**src/hdl/tmr_pkg.sv**
```systemverilog
/*
 Shared constants and carriers for the 8-bit timer/counter with its shared prescaler.
 Assumes a single 25 MHz oscillator clock; four clocks form one instruction cycle.
*/
package tmr_pkg;
	// Register indices; byte address on APB is four times the index
	localparam logic [7:0]  IDX_TIMER_COUNT = 8'h01;
	localparam logic [7:0]  IDX_INT_CONTROL = 8'h0b;
	localparam logic [7:0]  IDX_OPTION_CFG  = 8'h81;
	localparam logic [7:0]  IDX_PORTA_DIR   = 8'h85;
	localparam logic [7:0]  IDX_CORE_EVENT  = 8'h90;
	localparam int          ADDR_W          = 12;
	// Reset values
	localparam logic [7:0]  RST_TIMER_COUNT = 8'h00;
	localparam logic [7:0]  RST_INT_CONTROL = 8'h00;
	localparam logic [7:0]  RST_OPTION_CFG  = 8'hff;
	localparam logic [7:0]  RST_PORTA_DIR   = 8'h1f;
	localparam logic [7:0]  PORTA_DIR_MASK  = 8'h1f;
	// Field positions in interrupt_control
	localparam int          POS_GIE         = 7;
	localparam int          POS_OVF_IE      = 5;
	localparam int          POS_OVF_FLAG    = 2;
	// Field positions in the core event register
	localparam int          POS_SLEEP       = 0;
	localparam int          POS_WDT_CLEAR   = 1;
	// Instruction cycle: four oscillator phases Q1..Q4
	localparam logic [1:0]  PHASE_Q2        = 2'h1;
	localparam logic [1:0]  PHASE_Q4        = 2'h3;
	// Write inhibit of the count, in instruction cycles
	localparam logic [1:0]  WRITE_INHIBIT   = 2'h2;
	localparam logic [7:0]  COUNT_MAX       = 8'hff;

	// Option register layout, bit 7 down to bit 0
	typedef struct packed {
		logic       pull_up_off;
		logic       int_edge;
		logic       clock_source_select;
		logic       source_edge_select;
		logic       prescaler_assign;
		logic [2:0] prescale_ratio_field;
	} option_t;
endpackage : tmr_pkg

```
**src/hdl/shared_prescaler.sv**
```systemverilog
/*
 Eight-bit prescaler shared between the timer and the watchdog.
 Assumes count_i and clear_i are one-cycle pulses synchronous to clock_i.
*/
module shared_prescaler
	import tmr_pkg::*;
#(
	parameter int WIDTH = 8
)(
	input  wire logic       clock_i,     // Oscillator clock
	input  wire logic       rst_n_i,     // Async reset, active low
	input  wire logic       clear_i,     // Clear the count
	input  wire logic       count_i,     // Count one source event
	input  wire logic [2:0] ratio_i,     // Ratio field
	output logic            tap_o,       // Timer tap, divide by 2^(ratio+1)
	output logic            carry_o      // Watchdog pulse, divide by 2^ratio
);
	logic [WIDTH-1:0] cnt_reg;
	logic [WIDTH-1:0] cnt_next;
	logic [WIDTH-1:0] low_mask;

	// Clear wins over a count so a write never leaves a stale partial count
	always_comb
	begin
		cnt_next = cnt_reg;
		if (clear_i)
			cnt_next = '0;
		else if (count_i)
			cnt_next = cnt_reg + 1'b1;
	end

	always_ff @(posedge clock_i or negedge rst_n_i)
	begin
		if (!rst_n_i)
			cnt_reg <= '0;
		else
			cnt_reg <= cnt_next;
	end

	// Tap bit toggles symmetrically, so the sampled output has equal halves
	assign tap_o    = cnt_reg[ratio_i];
	assign low_mask = WIDTH'((1 << ratio_i) - 1);
	assign carry_o  = count_i & ((cnt_reg & low_mask) == low_mask);
endmodule : shared_prescaler

```
**src/hdl/timer_counter.sv**
```systemverilog
/*
 Eight-bit timer/counter with source select, edge select, shared prescaler,
 overflow flag and an APB slave for its registers.
 Assumes APB signals and the count pin are synchronous to clock_i (25 MHz).
*/
// Behaviour
// - Source select clear: timer mode, count once per instruction cycle undivided
// - After writing the count, increments are suppressed for two instruction cycles
// - Source select set: counter mode, count selected edges of the count pin
// - Edge select clear counts rising edges, set counts falling edges
// - One prescaler; assign bit gives it to timer (0) or watchdog (1)
// - Timer ratio 1:2 to 1:256 in powers of two
// - Prescaler count is neither readable nor writable
// - Wrap from FFh to 00h sets the overflow flag
// - Overflow request passes only when its enable bit is set
// - Timer stops in sleep, so overflow cannot wake the core
// - Prescaler output or raw pin is sampled on Q2 and Q4
// - Count increments 2 to 4 oscillator periods after a pin edge
// - Prescaler is an 8-bit counter whose output is symmetrical
// - With timer assignment, writing the count clears the prescaler
// - With watchdog assignment, watchdog clear also clears the prescaler
// - Watchdog assignment gives postscale ratios up to 1:128
// - Sleep or watchdog clear clears the watchdog and its prescaler
module timer_counter
	import tmr_pkg::*;
(
	input  wire logic              clock_i,        // Oscillator clock
	input  wire logic              rst_n_i,        // Async reset, active low
	input  wire logic              psel_i,         // APB select
	input  wire logic              penable_i,      // APB enable
	input  wire logic              pwrite_i,       // APB direction
	input  wire logic [ADDR_W-1:0] paddr_i,        // APB byte address
	input  wire logic [31:0]       pwdata_i,       // APB write data
	output logic      [31:0]       prdata_o,       // APB read data
	output logic                   pready_o,       // APB ready
	output logic                   pslverr_o,      // APB error
	input  wire logic              count_input_pin_i, // External count input
	input  wire logic              wdt_tick_i,     // Watchdog oscillator tick
	output logic                   wdt_scaled_tick_o, // Postscaled watchdog tick
	output logic                   wdt_clear_o,    // Watchdog counter clear pulse
	output logic                   overflow_irq_o, // Masked overflow request
	output logic                   sleeping_o,     // Core asleep
	output logic      [7:0]        port_a_direction_o // Port A direction bits
);
	// Index decode, used by the read and the write paths
	function automatic logic [8:0] decode(input logic [ADDR_W-1:0] a);
		logic [7:0] idx;
		idx = a[9:2];
		decode = {(a[1:0] == 2'h0) && (a[ADDR_W-1:10] == '0), idx};
	endfunction : decode

	logic [7:0]  count_reg,   count_next;
	logic [7:0]  interrupt_control_reg,  interrupt_control_next;
	option_t     option_reg,  option_next;
	logic [7:0]  porta_reg,   porta_next;
	logic        sleep_reg,   sleep_next;
	logic [1:0]  phase_reg,   phase_next;
	logic [1:0]  inhibit_reg, inhibit_next;
	logic        sync_reg,    sync_next;
	logic        rise_reg,    rise_next;
	logic        pin_reg,     pin_next;
	logic [31:0] rdata_reg,   rdata_next;
	logic [8:0]  dec;
	logic        setup, access, wr, mapped;
	logic        wr_count, wr_interrupt_control, wr_option, wr_porta, wr_event;
	logic        inst_tick, q_sample, sel_level, sel_edge, inc, wrap;
	logic        ps_count, ps_clear, ps_tap, ps_carry, core_clear;

	// Edge history leaves reset at the level an idle-low pin gives under the reset edge
	// choice, so the first cycles after reset never look like a counted edge
	localparam option_t OPT_AT_RESET = option_t'(RST_OPTION_CFG);

	// Bus decode; APB answers with no wait state
	assign dec       = decode(paddr_i);
	assign mapped    = dec[8] && (dec[7:0] == IDX_TIMER_COUNT || dec[7:0] == IDX_INT_CONTROL
	                 || dec[7:0] == IDX_OPTION_CFG || dec[7:0] == IDX_PORTA_DIR
	                 || dec[7:0] == IDX_CORE_EVENT);
	assign setup     = psel_i & ~penable_i;
	assign access    = psel_i & penable_i;
	assign wr        = access & pwrite_i & mapped;
	assign wr_count  = wr & (dec[7:0] == IDX_TIMER_COUNT);
	assign wr_interrupt_control = wr & (dec[7:0] == IDX_INT_CONTROL);
	assign wr_option = wr & (dec[7:0] == IDX_OPTION_CFG);
	assign wr_porta  = wr & (dec[7:0] == IDX_PORTA_DIR);
	assign wr_event  = wr & (dec[7:0] == IDX_CORE_EVENT);
	assign pready_o  = access;
	assign pslverr_o = access & ~mapped;
	assign prdata_o  = rdata_reg;

	// Read data captured in the setup phase so it leaves a flip-flop.
	// The prescaler has no read path at all.
	always_comb
	begin
		rdata_next = rdata_reg;
		if (setup)
		begin
			rdata_next = '0;
			if (dec[8])
				case (dec[7:0])
					IDX_TIMER_COUNT: rdata_next = {24'h00_0000, count_reg};
					IDX_INT_CONTROL: rdata_next = {24'h00_0000, interrupt_control_reg};
					IDX_OPTION_CFG:  rdata_next = {24'h00_0000, option_reg};
					IDX_PORTA_DIR:   rdata_next = {24'h00_0000, porta_reg};
					IDX_CORE_EVENT:  rdata_next = {31'h0000_0000, sleep_reg};
					default:         rdata_next = '0;
				endcase
		end
	end

	// Phase counter: Q2 and Q4 sample, end of Q4 closes the instruction cycle
	assign phase_next = phase_reg + 2'h1;
	assign inst_tick  = (phase_reg == PHASE_Q4);
	assign q_sample   = (phase_reg == PHASE_Q2) || (phase_reg == PHASE_Q4);

	// Edge select folds into an inversion, so a rise is always the counted edge
	assign sel_level = count_input_pin_i ^ option_reg.source_edge_select;
	assign pin_next  = sel_level;
	assign sel_edge  = sel_level & ~pin_reg;

	// Prescaler source and clear follow the assignment bit of the last cycle
	always_comb
	begin
		core_clear = wr_event & (pwdata_i[POS_SLEEP] | pwdata_i[POS_WDT_CLEAR]);
		if (!option_reg.prescaler_assign)
		begin
			ps_count = ~sleep_reg & (option_reg.clock_source_select ? sel_edge : inst_tick);
			ps_clear = wr_count;
		end
		else
		begin
			ps_count = wdt_tick_i;
			ps_clear = core_clear;
		end
	end

	shared_prescaler #(
		.WIDTH   (8)
	) u_prescaler (
		.clock_i (clock_i),
		.rst_n_i (rst_n_i),
		.clear_i (ps_clear),
		.count_i (ps_count),
		.ratio_i (option_reg.prescale_ratio_field),
		.tap_o   (ps_tap),
		.carry_o (ps_carry)
	);

	// Watchdog sees the postscaled tick only while it owns the prescaler
	assign wdt_scaled_tick_o = option_reg.prescaler_assign ? ps_carry : wdt_tick_i;
	assign wdt_clear_o       = core_clear;

	// Sampled source: prescaler tap, or the raw edge-selected pin undivided
	always_comb
	begin
		sync_next = sync_reg;
		rise_next = 1'b0;
		if (q_sample)
		begin
			sync_next = option_reg.prescaler_assign ? sel_level : ps_tap;
			rise_next = sync_next & ~sync_reg;
		end
	end

	// Increment source; sleep stops both modes
	always_comb
	begin
		if (!option_reg.clock_source_select && option_reg.prescaler_assign)
			inc = inst_tick;
		else
			inc = rise_reg;
		inc = inc & ~sleep_reg & (inhibit_reg == 2'h0);
	end
	assign wrap = inc & (count_reg == COUNT_MAX);

	// Write inhibit counts down whole instruction cycles
	always_comb
	begin
		inhibit_next = inhibit_reg;
		if (wr_count)
			inhibit_next = WRITE_INHIBIT;
		else if (inst_tick && inhibit_reg != 2'h0)
			inhibit_next = inhibit_reg - 2'h1;
	end

	// Register file; a write beats an increment in the same cycle
	always_comb
	begin
		count_next  = count_reg;
		interrupt_control_next = interrupt_control_reg;
		option_next = option_reg;
		porta_next  = porta_reg;
		sleep_next  = sleep_reg;
		if (wr_count)
			count_next = pwdata_i[7:0];
		else if (inc)
			count_next = count_reg + 8'h01;
		if (wr_interrupt_control)
			interrupt_control_next = pwdata_i[7:0];
		// Set wins over a software clear in the same cycle
		if (wrap)
			interrupt_control_next[POS_OVF_FLAG] = 1'b1;
		if (wr_option)
			option_next = option_t'(pwdata_i[7:0]);
		if (wr_porta)
			porta_next = pwdata_i[7:0] & PORTA_DIR_MASK;
		if (wr_event)
			sleep_next = pwdata_i[POS_SLEEP];
	end

	always_ff @(posedge clock_i or negedge rst_n_i)
	begin
		if (!rst_n_i)
		begin
			count_reg   <= RST_TIMER_COUNT;
			interrupt_control_reg  <= RST_INT_CONTROL;
			option_reg  <= option_t'(RST_OPTION_CFG);
			porta_reg   <= RST_PORTA_DIR;
			sleep_reg   <= 1'b0;
			phase_reg   <= 2'h0;
			inhibit_reg <= 2'h0;
			sync_reg    <= OPT_AT_RESET.source_edge_select;
			rise_reg    <= 1'b0;
			pin_reg     <= OPT_AT_RESET.source_edge_select;
			rdata_reg   <= '0;
		end
		else
		begin
			count_reg   <= count_next;
			interrupt_control_reg  <= interrupt_control_next;
			option_reg  <= option_next;
			porta_reg   <= porta_next;
			sleep_reg   <= sleep_next;
			phase_reg   <= phase_next;
			inhibit_reg <= inhibit_next;
			sync_reg    <= sync_next;
			rise_reg    <= rise_next;
			pin_reg     <= pin_next;
			rdata_reg   <= rdata_next;
		end
	end

	// Request masked by the enable; global enable is the core's business
	assign overflow_irq_o     = interrupt_control_reg[POS_OVF_FLAG] & interrupt_control_reg[POS_OVF_IE];
	assign sleeping_o         = sleep_reg;
	assign port_a_direction_o = porta_reg;
endmodule : timer_counter

```
**config.mk**
```make
export PLATFORM = sky130hd
export DESIGN_NAME = timer_counter
export DESIGN_NICKNAME = d
export VERILOG_FILES = /design/src/hdl/tmr_pkg.sv /design/src/hdl/shared_prescaler.sv /design/src/hdl/timer_counter.sv
export SDC_FILE = /design/constraint.sdc
export NUM_CORES = 1
export LEC_CHECK = 0
export BUFFER_PORTS_ARGS = -buffer_cell sky130_fd_sc_hd__buf_2
export CAP_MARGIN = 10
export CORE_AREA = 2 2 82 84
export CTS_CLUSTER_DIAMETER = 200
export DETAILED_ROUTE_END_ITERATION = 8
export DIE_AREA = 0 0 84 86
export PLACE_DENSITY = 0.79
export SLEW_MARGIN = 15
export SYNTH_ARGS = -nofsm -noshare
export SYNTH_HDL_FRONTEND = slang
export SYNTH_SLANG_ARGS = --single-unit
```
**constraint.sdc**
```tcl
create_clock -name clock_i -period 2.8 [get_ports clock_i]
set_input_delay 0.42 -clock clock_i [delete_from_list [all_inputs] [get_ports clock_i]]
set_output_delay 0.42 -clock clock_i [all_outputs]
set_load 0.005 [all_outputs]
```
==> Yosys cells after proc, flatten, opt, wreduce, memory -nomap -nowiden <==
Cells that the tools add are included.
{ "totals": {"regBits": 77, "latchBits": 0, "ramBits": 0, "romBits": 0, "in_bits": 51, "output_inout_bits": 46, "wordCells": 98, "n_memories": 0} }
{ "op_classes": {"addsub": 5, "multipliers": 0, "div_mod_pow": 0, "n_lt_le_gt_ge": 1, "n_eq_ne": 9, "shift": 1, "mux": 19, "bitwise": 27, "reduce_logical": 18} }
{ "ops": {"columns": ["operator", "count"], "rows": [
  ["two-way mux 8 bit", 5],
  ["case mux 8 bit (5 select lines)", 1],
  ["equality test 8 bit (second input constant)", 4],
  ["bitwise AND 1 bit", 19],
  ["adder 8 x 1 -> 8 bit (second input constant)", 2],
  ["nonzero test 2 bit", 5],
  ["two-way mux 1 bit", 9],
  ["bitwise AND 8 bit", 1],
  ["equality test 8 x 1 -> 1 bit (second input constant)", 1],
  ["equality test 8 x 4 -> 1 bit (second input constant)", 1],
  ["equality test 8 bit", 1],
  ["<< shifter 1 x 3 -> 8 bit (first input constant)", 1],
  ["subtractor 8 x 2 -> 8 bit (second input constant)", 1],
  ["zero test 2 bit", 3],
  ["logical OR 1 bit", 5],
  ["inverter 1 bit", 5],
  ["logical AND 1 bit", 4],
  ["< comparator 3 x 4 -> 1 bit (second input constant)", 1],
  ["two-way mux 2 bit", 2],
  ["binary-select mux 1 bit (select 3 bit)", 1],
  ["two-way mux 3 bit", 1],
  ["adder 2 x 1 -> 2 bit (second input constant)", 1],
  ["equality test 2 x 1 -> 1 bit (second input constant)", 1],
  ["equality test 2 bit (second input constant)", 1],
  ["4 further kinds", 4]
]} }

==> Logic depth before layout (Yosys ltp) <==
{ "depth": {"ltp_word": 11, "depth_mapped": 9} }

==> Modules after synthesis <==
A second synthesis with hierarchy kept.
{ "unflattened": {"cells_unflattened": 305, "area_unflattened_um2": 3179.3} }
{ "modules_own_cells": {"columns": ["module", "instances", "cells_each", "area_per_inst_um2"], "rows": [
  ["timer_counter", 1, 237, 2551.2],
  ["shared_prescaler", 1, 68, 628.1]
]} }

==> Worst setup path before layout <==
No wires, ideal clock.
{ "synth_timing": {"path_kind": "register to output", "startpoint": "register option_reg[2] (netlist name)", "endpoint": "output wdt_scaled_tick_o", "t_arrival_ns": 1.785, "t_required_ns": 2.380, "setup_slack_ns": 0.595, "stages_incl_launch_ff": 8, "path_buffers": 1, "path_cell_list": "dfstp_2 -> clkbuf_1 -> or3_1 -> ha_1 -> a2111oi_0 -> o21ai_0 -> o2111ai_1 -> o21ai_0"} }
{ "synth_between": {"elab_chain_cells": 6} }
{ "synth_lines": {"columns": ["item", "line", "text"], "rows": [
  ["from (decl)", "timer_counter.sv:54", "option_t option_reg, option_next;"],
  ["from (signal assigned)", "timer_counter.sv:216", "option_reg <= option_t'(RST_OPTION_CFG);"],
  ["from (signal assigned)", "timer_counter.sv:230", "option_reg <= option_next;"],
  ["<< shifter 1 x 3 -> 8 bit *", "shared_prescaler.sv:42", "assign low_mask = WIDTH'((1 << ratio_i) - 1);"],
  ["subtractor 8 x 2 -> 8 bit *", "shared_prescaler.sv:42", null],
  ["bitwise AND 8 bit", "shared_prescaler.sv:43", "assign carry_o = count_i & ((cnt_reg & low_mask) == low_mask);"],
  ["equality test 8 bit *", "shared_prescaler.sv:43", null],
  ["bitwise AND 1 bit *", "shared_prescaler.sv:43", null],
  ["two-way mux 1 bit *", "timer_counter.sv:149", "assign wdt_scaled_tick_o = option_reg.prescaler_assign ? ps_carry : wdt_tick_i;"],
  ["to (decl)", "timer_counter.sv:39", "output logic wdt_scaled_tick_o,"]
]} }
Every way passes the cells marked *; elsewhere a longest branch is shown, timed or not.

==> Final worst setup path <==
Ends and elaborated chain as after synthesis.

==> metrics.cfg <==
[timing]
finalSetupViolCount = 0
hold_ws_ns = 0.2190
finalSetupTns_ns = 0
hold_viol = 0
fmax_mhz = 386.1
clock_skew_ns = 0.008526
grt_setup_unrepaired = no
worst_pin_slew_ns = 0.6717
drv_slew = 0
period_needed_ns = 2.590
slew_headroom_pct = 55.22
min_period_over_period_pct = 92.50

[power]
p_per_area_nw_per_um2 = 531.1
p_leak_nw = 1.575
vdd_drop_max_mv = 0.2358

[final_layout]
final_common_cell = buf_2
n_antenna_cell = 0
drive_gt1_share_pct = 29.57
layout_common_cells = buf_2, dfrtp_1, nand2_1, conb_1, nor2_1
area_delta_synth_final_pct = 9.748
fin_area_um2 = 3550
num-fill-cells = 559
nets = 428

[floorplan]
rows = 29
core_um2 = 6277
initial_core_util_pct = 51.52
fp.dieW_um = 84
io_pins = 97
die_y_um = 86
die_area_um2 = 7224

[clock_tree]
htreeDepth = 2
clk_pin_slew_ns = 0.10
post-cts-setup-buffers = 0
clkLatencyLatePin_ns = 0.31
clock-root-buffer = clkbuf_8
clkSinkCount = 53
cts_made_buffers = 5
tritoncts = built
cts_buffer_depth = 2

[global_routing]
grt_pass1_vias = 2480
grt_pass1_wl_um = 11850
grt_use_met1_pct = 25.84
met2_usage_pct = 35.20
use_met3_pct = 3.369
grt_max_degree = 54
gr-total-overflow = 0
grtUsageTotal_pct = 20.30
grt.busiest_layer = met2
antenna_found_initial = 0

[synthesis]
yosys_most_used_dff = dfrtp_1
synth_area_per_cell_um2 = 9.891
synth_top_area_cell = dfrtp_1
ys_ff_latch = 53
async_flop_share_pct = 100.0
syn_area_um2 = 3234
synth-edff-count = 0
seq_area_frac_synth_pct = 41.59
synth_area_leaders = dfrtp_1, dfstp_2, mux2_2
yosys_warnings = 0
syn_inst = 327
synthDistinctLibCells = 53
synth_top_area_share_pct = 29.40

[critical_path]
worstPathRequired_ns = 2.38
startpoint_type = register
arrival_ns = 2.17
worstSetupPathType = register to output port
crit_fanout = 11
end_kind = output port

[placement]
placed_area_um2 = 3432
port_buffers = 45
routabilityCongestion = 0.8924
hpwlAfterDp_um = 5158

[routing]
drt_pass1_iterations = 4
drt_wl_total_um = 6957
drtIter0Drc = 195
viasPerCell = 5.684
final_antenna_net_count = 0
detail_route.wl_per_cell_um = 15.49
drc = 0
dr_total_vias = 2552

[worst_hold_path]
hold_path.class = input port to asynchronous set/reset pin

[run_status]
status = finished clean

[flow_run]
maxCapViolCount = 0

cells in the mapped netlist, drive strengths merged, types with 2 or more instances:
cell type,n
nand2,31
mux2,22
and4,2
nand2b,5
and3,2
dfrtp,38
nor4,9
dfstp,15
o21ai,25
and2,4
nor3,6
o2111ai,2
ha,6
nor4b,2
nand4,2
xnor2,14
nand3,7
a22oi,4
buf,31
a21oi,12
inv,9
nor2b,4
a22o,8
mux2i,10
or2,3
or4,2
nor3b,4
nor2,27
clkbuf,7
area by class of cell:
cell class                 instances  area, µm²  share of cell area [%]
clock buffer                       6      72.57                   2.044
clock inverter                     2      38.79                   1.093
inverter                           9      33.78                  0.9517
multi-input combinational        253       1708                   48.11
sequential                        53       1345                   37.89
tap                               77      96.34                   2.714
timing repair buffer              49      255.2                   7.191
path summary, 6_finish.rpt:
kind                                   start                        to  slack [ns]  cells after the start
setup / recovery               option_reg[2]         wdt_scaled_tick_o        0.21                      7
hold / removal                       rst_n_i  interrupt_control_reg[6]        0.22                      2
hold reg to reg                 phase_reg[0]              phase_reg[0]        0.46                      1
setup reg to reg                phase_reg[0]    u_prescaler.cnt_reg[4]        0.94                      6
max in group asynchronous            rst_n_i  interrupt_control_reg[3]        2.13                      2
min in group clock_i       count_input_pin_i                   pin_reg        0.30                      2
critical path: stages, from the launching register on:
cell and delay, ns:
dfstp_2 0.43, or3_1 0.38, ha_1 0.27, a2111oi_2 0.33
o21ai_0 0.13, o2111ai_1 0.08, o21ai_0 0.11, buf_2 0.14
layer usage:
metal  vias up  wire length [µm]
met5         -                 0
met4         0               112
met3        10               412
met2        88              3405
met1      1261              3026
li1       1193                 -
power breakdown:
part | switching [W] | internal [W]
combinational | 0.000192 | 0.000183
sequential | 0.000132 | 0.000855
clock | 0.000253 | 0.000270
per-stage QoR:
stage	power (W)	worst slack, ns	instances	utilization [%]
2_1_floorplan	0.001266	0.5952	353	-
3_3_place_gp	0.001344	0.4901	441	54.67
3_5_place_dp	0.001366	0.4584	441	54.67
4_1_cts	0.001891	0.1454	449	56.45
5_1_grt	0.002003	0.04277	449	56.55
6_report	0.001885	0.2100	449	56.55
cells by family (layout without fill, tap and decap cells):
kind of cell,count (synthesis),count (layout),synth area share [%]
AND/OR/NAND/NOR,113,113,19.85
AO/OA/AOI/OAI,59,59,11.80
flip-flops,53,53,41.59
buffers and inverters,47,66,8.820
multiplexers,33,33,11.45
XOR/XNOR,15,15,4.062
adder cells (fa/ha/maj),6,6,2.321
other,1,27,0.1159
timing repair:
action	in CTS	in global routing
gates resized for setup	0	2
hold buffers	0	0
endpoints found under the setup margin	0	1
(Power assumes the default switching activity.)
